**config.mk**
```make
export PLATFORM = sky130hd
export DESIGN_NAME = output_fault_monitor
export DESIGN_NICKNAME = d
export VERILOG_FILES = /design/src/verilog/ofm_pkg.sv /design/src/verilog/output_fault_monitor.sv
export VERILOG_INCLUDE_DIRS = /design/src /design/src/verilog
export SDC_FILE = /design/constraint.sdc
export NUM_CORES = 1
export LEC_CHECK = 0
export BUFFER_PORTS_ARGS = -buffer_cell sky130_fd_sc_hd__buf_4
export CORE_UTILIZATION = 54
export CTS_CLUSTER_DIAMETER = 60
export DETAILED_ROUTE_END_ITERATION = 6
export PLACE_DENSITY_LB_ADDON = 0.08
export SLEW_MARGIN = 25
export SYNTH_ARGS = -nofsm -noshare
export SYNTH_HDL_FRONTEND = slang
export SYNTH_SLANG_ARGS = --single-unit
export TNS_END_PERCENT = 5
```
**constraint.sdc**
```tcl
create_clock -name mclk -period 6.9 [get_ports mclk]
set_clock_uncertainty 0.05 [all_clocks]
set_input_delay 0.345 -clock mclk [delete_from_list [all_inputs] [get_ports mclk]]
set_output_delay 0.345 -clock mclk [all_outputs]
set_load 0.03 [all_outputs]
```
**src/verilog/ofm_cfg.svh**
```systemverilog
// Constants for the output fault monitor: timing, widths and word slots.
// Assumes a 125 MHz mclk; included by the package and the block.
`ifndef OFM_CFG_SVH
`define OFM_CFG_SVH
`define OFM_CLK_MHZ 125
`define OFM_PULSE_US 500
`define OFM_PERIOD_MS 1000
`define OFM_SETTLE_CYC 64
`define OFM_POINTS 16
`define OFM_GROUP_SIZE 8
`define OFM_WORD_CMD 1'b0
`define OFM_WORD_UNUSED 1'b1
`define OFM_BIT_SHORT_BASE 6'h10
`define OFM_RST_WORD 16'h0000
`define OFM_RST_SW 2'h0
`endif

```
**src/verilog/ofm_pkg.sv**
```systemverilog
// Types shared by the output fault monitor and its surroundings.
// Assumes ofm_cfg.svh is on the include path.
`include "ofm_cfg.svh"
package ofm_pkg;
  // Pulse-test phase of the once-per-period sequence
  typedef enum logic [0:0] {
    PH_RUN = 1'b0,
    PH_PULSE = 1'b1
  } phase_t;

  // Controller request on the backplane I/O bus
  typedef struct packed {
    logic wr_word;
    logic word_sel;
    logic [15:0] wdata;
    logic wr_bit;
    logic [4:0] bit_addr;
    logic bit_val;
    logic [5:0] rd_bit_addr;
  } io_req_t;

  // Answer to the controller
  typedef struct packed {
    logic [15:0] open_word;
    logic [15:0] short_word;
    logic rd_bit;
  } io_rsp_t;

  // Field sensing per point, from the output stage
  typedef struct packed {
    logic [1:0] pulse_sw;
    logic [15:0] short_det;
    logic [15:0] open_det;
  } field_in_t;
endpackage

```
**src/verilog/output_fault_monitor.sv**
```systemverilog
// Sixteen-point discrete output block with open and short fault monitoring.
// Assumes field sense lines and the group switches are asynchronous pins,
// and the controller bus is synchronous to mclk.
// Operation
// RULE1: Full mode pulses each output inverse for 500 us once per second.
// RULE2: Partial mode finds opens only when off, shorts only when on.
// RULE3: Full mode finds opens and shorts at either commanded level.
// RULE4: Block appears as four 16-bit words or 32 bit outputs and inputs.
// RULE5: Command word bit per point sets each point's commanded level.
// RULE6: Open on point n sets bit n of the open fault word.
// RULE7: Short on point n sets bit n of the short fault word.
// RULE8: Status bit one means fault, zero means normal operation.
// RULE9: Second command word is ignored; writes to it change nothing.
// RULE10: A detected short forces that output off in either mode.
// RULE11: Full mode turns an open point off; partial mode leaves it.
// RULE12: Outside pulse mode a command to the opposite level clears faults.
// RULE13: Partial mode: writing one clears the point's open indication.
// RULE14: Partial mode: writing zero clears the point's short indication.
// RULE15: Full mode controller clears a fault by fixing it, then writing zero.
// RULE16: Group lamp blinks while any point of the group holds a fault.
// RULE17: Mapping picks bits or words; output format picks binary or BCD.
// RULE18: Per-group switch enables full pulse testing for its eight points.
// RULE19: In word formats point 16 is bit 0 of word one; word two ignored.
// RULE20: Faults stay latched until cleared; a test pulse is never a fault.
`timescale 1ns/10ps
`default_nettype none
`include "ofm_cfg.svh"

module output_fault_monitor #(
  parameter int PULSE_CYC = `OFM_PULSE_US * `OFM_CLK_MHZ,
  parameter int PERIOD_CYC = `OFM_PERIOD_MS * 1000 * `OFM_CLK_MHZ,
  parameter int SETTLE_CYC = `OFM_SETTLE_CYC
) (
  // Clock and reset
  input wire logic mclk,
  input wire logic rst,
  // Configuration from the controller setup
  input wire logic map_word,
  input wire logic fmt_bcd,
  // Controller bus
  input wire ofm_pkg::io_req_t req,
  output ofm_pkg::io_rsp_t rsp,
  // Field side
  input wire ofm_pkg::field_in_t field,
  output logic [15:0] pt_out,
  output logic [1:0] lamp
);
  import ofm_pkg::*;

  localparam int NP = `OFM_POINTS;
  localparam int NG = NP / `OFM_GROUP_SIZE;
  localparam int NS = $bits(field_in_t);

  // Whole block state
  typedef struct packed {
    logic [NS-1:0] s1;
    logic [NS-1:0] s2;
    logic [NS-1:0] s3;
    logic [NS-1:0] filt;
    logic [15:0] cmd;
    logic [15:0] open_f;
    logic [15:0] short_f;
    logic [15:0] drive;
    logic [31:0] per;
    logic [15:0] stab;
    phase_t phase;
    logic blink;
    logic rd_bit;
  } state_t;

  state_t st_q;
  state_t st_d;

  // Four BCD digits to a binary point pattern
  function automatic logic [15:0] bcd_to_bin(input logic [15:0] w);
    logic [15:0] r;
    r = 16'({12'h000, w[15:12]} * 16'd1000);
    r = 16'(r + 16'({12'h000, w[11:8]} * 16'd100));
    r = 16'(r + 16'({12'h000, w[7:4]} * 16'd10));
    r = 16'(r + {12'h000, w[3:0]});
    return r;
  endfunction

  // Decoded views of the filtered field inputs and the controller bus requests
  field_in_t fin;
  logic [15:0] full_pt;
  logic [15:0] new_cmd;
  logic [15:0] wr_mask;
  logic [15:0] forced;
  logic [15:0] open_hit;
  logic [15:0] short_hit;
  logic [15:0] open_clr;
  logic [15:0] short_clr;
  logic valid;
  logic word_wr;
  logic [15:0] wr_val;
  logic [15:0] drive_nx;
  logic [15:0] det_ok;

  assign fin = field_in_t'(st_q.filt);
  assign valid = (st_q.stab == 16'(SETTLE_CYC));
  // Only the first command word reaches the points
  assign word_wr = req.wr_word && map_word && (req.word_sel == `OFM_WORD_CMD); // RULE9

  // Word data as a point pattern, converted from four digits in BCD format
  always_comb begin
    wr_val = req.wdata;
    if (fmt_bcd) begin
      wr_val = bcd_to_bin(req.wdata); // RULE17
    end
  end

  // Next drive: command, inverted in full groups while pulsing, forced off on a short or on an open in a full group
  always_comb begin
    drive_nx = st_q.cmd & ~forced; // RULE10 RULE11
    if (st_q.phase == PH_PULSE) begin
      drive_nx = (st_q.cmd ^ full_pt) & ~forced; // RULE1
    end
  end

  // Detection only on a steady point
  // A written point or one whose drive is about to move is not sensed,
  // so a clearing write is never undone by the level it is leaving.
  always_comb begin
    det_ok = ~wr_mask;
    if (!valid) begin
      det_ok = 16'h0000;
    end
    det_ok = det_ok & ~(drive_nx ^ st_q.drive); // RULE13 RULE14
  end

  // Per point: group mode, write data, detection and clearing
  genvar gi;
  generate
    for (gi = 0; gi < NP; gi++) begin : g_pt
      // Point 16 sits in word bit 0, point 1 in bit 15
      localparam int PNUM = NP - gi; // RULE19
      assign full_pt[gi] = fin.pulse_sw[gi / `OFM_GROUP_SIZE]; // RULE18
      always_comb begin
        wr_mask[gi] = 1'b0;
        new_cmd[gi] = st_q.cmd[gi];
        if (word_wr) begin
          wr_mask[gi] = 1'b1;
          new_cmd[gi] = wr_val[gi]; // RULE5
        end else if (req.wr_bit && !map_word && (req.bit_addr == 5'(PNUM - 1))) begin
          wr_mask[gi] = 1'b1; // RULE4
          new_cmd[gi] = req.bit_val;
        end
      end
      // Shorts always force off; opens only in full mode
      assign forced[gi] = st_q.short_f[gi] || (full_pt[gi] && st_q.open_f[gi]); // RULE10 RULE11
      // Detection only once the drive has settled, so a pulse edge never trips
      always_comb begin
        if (full_pt[gi]) begin
          open_hit[gi] = det_ok[gi] && fin.open_det[gi]; // RULE3 RULE20
          short_hit[gi] = det_ok[gi] && fin.short_det[gi]; // RULE3
        end else begin
          open_hit[gi] = det_ok[gi] && fin.open_det[gi] && !st_q.drive[gi]; // RULE2
          short_hit[gi] = det_ok[gi] && fin.short_det[gi] && st_q.drive[gi]; // RULE2
        end
      end
      // Clearing by command write
      always_comb begin
        open_clr[gi] = 1'b0;
        short_clr[gi] = 1'b0;
        if (wr_mask[gi]) begin
          if (full_pt[gi]) begin
            open_clr[gi] = !new_cmd[gi]; // RULE15
            short_clr[gi] = !new_cmd[gi]; // RULE15
          end else begin
            open_clr[gi] = new_cmd[gi]; // RULE13 RULE12
            short_clr[gi] = !new_cmd[gi]; // RULE14 RULE12
          end
        end
      end
    end
  endgenerate

  // Next state
  always_comb begin
    st_d = st_q;
    // Three-stage pin synchroniser, change accepted when stages 2 and 3 agree
    st_d.s1 = NS'(field);
    st_d.s2 = st_q.s1;
    st_d.s3 = st_q.s2;
    st_d.filt = (st_q.s2 & ~(st_q.s2 ^ st_q.s3)) | (st_q.filt & (st_q.s2 ^ st_q.s3));
    st_d.cmd = new_cmd; // RULE5
    // Set wins over clear; bits stay latched otherwise
    st_d.open_f = (st_q.open_f & ~open_clr) | open_hit; // RULE6 RULE8 RULE20
    st_d.short_f = (st_q.short_f & ~short_clr) | short_hit; // RULE7 RULE8 RULE20
    // Once-per-period pulse timing
    if (st_q.per >= 32'(PERIOD_CYC - 1)) begin
      st_d.per = 32'h0000_0000;
    end else begin
      st_d.per = st_q.per + 32'h0000_0001;
    end
    st_d.blink = (st_q.per < 32'(PERIOD_CYC / 2));
    case (st_q.phase)
      PH_RUN: begin
        if (st_q.per >= 32'(PERIOD_CYC - 1)) begin
          st_d.phase = PH_PULSE; // RULE1
        end
      end
      PH_PULSE: begin
        if (st_q.per >= 32'(PULSE_CYC - 1)) begin
          st_d.phase = PH_RUN; // RULE1
        end
      end
      default: begin
        st_d.phase = PH_RUN;
      end
    endcase
    // Drive: command, inverted during pulse in full groups, forced off on a short or on an open in a full group
    st_d.drive = drive_nx;
    // Settle counter restarts on every drive change
    if (st_d.drive != st_q.drive) begin
      st_d.stab = 16'h0000;
    end else if (!valid) begin
      st_d.stab = st_q.stab + 16'h0001;
    end
    // Bit-mapped status read: 1..16 open, 17..32 short
    st_d.rd_bit = 1'b0;
    if (req.rd_bit_addr < `OFM_BIT_SHORT_BASE) begin
      st_d.rd_bit = st_q.open_f[4'(15 - req.rd_bit_addr[3:0])]; // RULE4
    end else begin
      st_d.rd_bit = st_q.short_f[4'(15 - req.rd_bit_addr[3:0])];
    end
  end

  // State register
  always_ff @(posedge mclk or posedge rst) begin
    if (rst) begin
      st_q.s1 <= '0;
      st_q.s2 <= '0;
      st_q.s3 <= '0;
      st_q.filt <= '0;
      st_q.cmd <= `OFM_RST_WORD;
      st_q.open_f <= `OFM_RST_WORD;
      st_q.short_f <= `OFM_RST_WORD;
      st_q.drive <= `OFM_RST_WORD;
      st_q.per <= 32'h0000_0000;
      st_q.stab <= 16'h0000;
      st_q.phase <= PH_RUN;
      st_q.blink <= 1'b0;
      st_q.rd_bit <= 1'b0;
    end else begin
      st_q <= st_d;
    end
  end

  // Outputs from flops
  assign pt_out = st_q.drive;
  assign rsp.open_word = st_q.open_f; // RULE6
  assign rsp.short_word = st_q.short_f; // RULE7
  assign rsp.rd_bit = st_q.rd_bit;

  // Group fault lamps blink at the period rate
  genvar lg;
  generate
    for (lg = 0; lg < NG; lg++) begin : g_lamp
      localparam int LO = lg * `OFM_GROUP_SIZE;
      assign lamp[lg] = st_q.blink &&
        (|(st_q.open_f[LO +: `OFM_GROUP_SIZE] | st_q.short_f[LO +: `OFM_GROUP_SIZE])); // RULE16
    end
  endgenerate

endmodule // output_fault_monitor
`default_nettype wire

```
# Word-level counts from Yosys, hierarchy flattened

Cells that the tools add are included.
W data, S select, Z words.

Register bits after elaboration: 251
Bits of input ports: 69
Output and inout port bits: 51
Logic and storage cells: 379

Add/subtract/negate cells: 6
Multipliers: 3
Magnitude comparators: 5
Equality and inequality tests: 18
Mux-type cells: 158
Bitwise gates (word level): 23
Reduce and logical (&&, ||, !) cells: 153

Operators with widths:

| kind                    | number |
|---|---|
| $mux W1                 | 149 |
| $logic_and A1 B1 Y1     | 101 |
| $and A16 B16 Y16        | 5 |
| $mux W16                | 5 |
| $not A16 Y16            | 5 |
| $and A34 B34 Y34        | 2 |
| $eq A5 B4 Y1 const B    | 8 |
| $not A34 Y34            | 1 |
| $or A34 B34 Y34         | 1 |
| $xor A34 B34 Y34        | 1 |
| $logic_not A1 Y1        | 33 |
| $add A32 B1 Y32 const B | 1 |
| $ge A32 B16 Y1 const B  | 1 |
| $ge A32 B27 Y1 const B  | 1 |
| $lt A32 B26 Y1 const B  | 1 |
| $mux W32                | 1 |
| $or A16 B16 Y16         | 2 |
| $xor A16 B16 Y16        | 2 |
| $eq A5 B3 Y1 const B    | 4 |
| $add A15 B8 Y16         | 1 |
| $add A16 B1 Y16 const B | 1 |
| $add A16 B4 Y16         | 1 |
| $eq A16 B7 Y1 const B   | 1 |
| $logic_or A1 B1 Y1      | 16 |
| 17 further kinds        | 22 |

# Longest topological paths before layout

Word-level depth: 12
Mapped depth: 20

# Worst setup path before layout

Ideal clock, no wire load.

Kind: input to register
From: in req[26] in the netlist's numbering
To: reg st_q (netlist bit rsp[30])
Setup time: 0.123 ns
Data arrival time: 4.440 ns
Data required time: 6.727 ns
Setup slack: 2.288 ns
Cell stages on the path: 19
Buffers on the path: 0
Cell sequence: fa_1 inv_1 fa_1 inv_1 ha_1 nor2b_1 o21ai_0 nand2b_1 xnor2_1 ha_1 ha_1 ha_1 a211o_1 o2111ai_1 nand3_1 mux2_2 nand2_1 inv_1 o221a_2

RTL lines:

| element              | RTL line                    | RTL |
|---|---|---|
| from (decl)          | output_fault_monitor.sv:41  | `input wire ofm_pkg::io_req_t req,` |
| to (signal assigned) | output_fault_monitor.sv:247 | `st_q <= st_d;` |
| to (decl)            | output_fault_monitor.sv:71  | `state_t st_q;` |

==> impl_metrics.json <==
{
  "status": "completed",
  "worstPathArrival_ns": 4.99,
  "drc": 0,
  "post-route-util_pct": 65.0,
  "drive_above_1_share_pct": 18.1,
  "grt_pass1_vias": 8839,
  "synthCells": 1163,
  "synthDistinctLibCells": 85,
  "cts-htree-levels": 1,
  "path_clk_slew_ns": 0.06,
  "dieArea_sq_um": 24200,
  "synth_edf_count": 0,
  "synthArstFlopShare_pct": 100,
  "cpPeakStageDelay_ns": 0.60,
  "synth.most_common_cell": "dfrtp_1",
  "use_met1_pct": 34.7,
  "critical_path.startpoint": "req[26]",
  "syn-cell-area_sq_um": 12700,
  "first_pass_iters": 5,
  "finalSetupViolCount": 0,
  "report.final.slew_viol_count": 0,
  "core_area_sq_um": 22800,
  "min_period_ns": 4.61,
  "layout.nets": 1418,
  "grt-busiest-layer": "met2",
  "wire_per_inst_um": 17.9,
  "die_h_um": 155,
  "syn_area_per_cell_sq_um": 10.9,
  "finalCritPeriodShare_pct": 66.8,
  "hpwl_mm": 20.2,
  "dr.first_iter.drc_count": 608,
  "path_cells": "buf_4, fa_1, inv_1, fa_1, inv_1, ha_1, nor2b_1, o21ai_0, nand2b_1, xnor2_1, ha_1, ha_1, ha_1, o21a_1, o21ai_0, a211oi_1, nor3b_1, a21oi_1, or2_2, a211oi_1",
  "max_freq_mhz": 217,
  "rsz0062_at_grt": "no",
  "vias": 9038,
  "cts.sinks": 251,
  "grt_pass1_wl_mm": 46.5,
  "grt_util_all_layers_pct": 24.6,
  "worstPathMaxFanout": 7,
  "end_kind": "flip-flop",
  "met3_usage_pct": 4.87,
  "synth_warnings": 0,
  "clk_latency_ns": 0.55,
  "maxCapViolations": 0,
  "start_util_pct": 55.6,
  "p_leak_nw": 6.64,
  "drtAntennaViolNets": 0,
  "rows": 55,
  "critPathLaunchType": "input port",
  "viasPerCell": 5.61,
  "peakVddDrop_uv": 221,
  "report.final.hold_viol_count": 0,
  "cts_setup_buffers": 0,
  "grt_overflow": 0,
  "required_ns": 7.29,
  "synth_flop_cell": "dfrtp_1",
  "crit_type": "input port to flip-flop",
  "worstMarginPinSlew_ns": 0.876,
  "place_ws_ns": 1.79,
  "gr-usage-met2_pct": 38.8,
  "slowest_stage": "fa_1",
  "gp_congestion": 0.868,
  "syn_to_final_growth_pct": 16.9,
  "drt-total-wl_mm": 28.8,
  "clock_path_buffers": 3,
  "hold_class": "input port to flip-flop",
  "maxSlewHeadroom_pct": 41.6,
  "cellPowerDensity_nw_per_um2": 298,
  "ys_seq_elements": 251,
  "synthTopCellsByArea": "dfrtp_1 49%, ha_1 5.3%, nor2_1 3.4%",
  "cp_common_cell": "ha_1",
  "cts_tree": "built",
  "worstReg2RegStart": "st_q[2]",
  "yosysTopAreaCellShare_pct": 49.4,
  "grt_max_degree": 190,
  "antenna_cells": 0,
  "setup_slack_ns": 2.29,
  "fp.dieW_um": 155,
  "fin_tns_setup_ns": 0,
  "grt_antenna_before_repair": 0,
  "ys_top_cells_by_count": "251 x dfrtp_1, 116 x nor2_1, 71 x nand2_1, 62 x a21oi_1, 54 x ha_1",
  "synth_top_area_cell": "dfrtp_1",
  "numCtsBuffers": 27,
  "cts-root-buf": "clkbuf_16",
  "worstHoldStart": "req[13]",
  "io-pin-count": 120,
  "ys_seq_area_share_pct": 49.4,
  "numPortBuffers": 119
}
repair_timing:
item / CTS / global route
hold buffers: 35 / 0
endpoints found under the hold margin: 43 / 0
resized for setup: 0 / 0
layout by cell type, fill, tap and decap left out, types with 12 or more instances in the layout:
cell type,n
dfrtp_1,251
buf_4,124
nor2_1,116
nand2_1,71
a21oi_1,62
ha_1,54
o21ai_0,53
inv_1,47
xnor2_1,37
dlygate4sd3_1,35
maj3_1,34
xor2_1,29
clkbuf_16,27
nand3_1,24
fa_1,17
mux2i_1,16
nor3_1,14
nand4_1,13
and2_1,13
a22oi_1,13
nor4_1,13
nor2b_1,12
a21o_1,12
a211oi_1,12
per-layer routing:
| layer | share of wire (%) | vias up | routed length (um) |
|---|---|---|---|
| met3 | 6.1 | 47 | 1770 |
| met2 | 46 | 237 | 13200 |
| li1 | - | 4286 | - |
| met1 | 45 | 4468 | 13100 |
| met5 | 0 | - | 0 |
| met4 | 2.7 | 0 | 770 |
final timing paths:
check | to | slack (ns) | depth (start not counted)
setup / recovery | rsp[29] | 2.29 | 20
hold / removal | st_q[99] | 0.03 | 3
setup reg to reg | st_q[15] | 3.68 | 7
hold reg to reg | st_d[158] | 0.30 | 0
max in group asynchronous | st_q[177] | 5.32 | 5
min in group asynchronous | asynchronous set/reset pin | 0.24 | 3
critical path: cells and delay by family:
family	cells	cell delay, ns
xor gates and xnor gates	1	0.13
buffers and inverters	3	0.29
AOI/OAI and AO/OA	6	1.02
adders and majority gates	6	2.41
and+or+nand+nor	4	0.79
area by class of cell:
class	count	area (sq um)
fill	1840	7990
clock buffer	31	721
inverter	49	188
sequential	251	6280
timing repair buffer	163	1350
clock inverter	18	183
multi-input combinational	786	5740
tap	313	392
logic make-up (layout without fill, tap and decap cells):
family,Yosys count,count (layout),share of synthesized area (%)
and+or+nand+nor,346,346,14.2
DFF,251,251,49.4
AOI/OAI and AO/OA,233,233,12.1
buffers and inverters,130,261,5.56
adders and majority gates,105,105,10.7
xor gates and xnor gates,66,66,4.55
muxes,31,31,3.47
other,1,5,0.0295
power by group:
part / total (W) / switching, W / internal, W
registers: 0.00172 / 0.000122 / 0.00160
clock network: 0.00144 / 0.000606 / 0.000835
logic: 0.00126 / 0.000718 / 0.000544
total: 0.00442 / 0.00145 / 0.00298
metrics by stage:
| step | hold slack (ns) | total power, W | std cells | area (sq um) |
|---|---|---|---|---|
| 3_3_place_gp | 0.253 | 0.00295 | 1524 | 13500 |
| 5_1_grt | 0.0385 | 0.00466 | 1611 | 14900 |
| 2_1_floorplan | 0.281 | 0.00269 | 1167 | 12700 |
| 6_report | 0.0320 | 0.00442 | 1611 | 14900 |
| 4_1_cts | 0.0133 | 0.00445 | 1610 | 14800 |
| 3_5_place_dp | 0.257 | 0.00297 | 1526 | 13600 |
(Power assumes the default switching activity.)
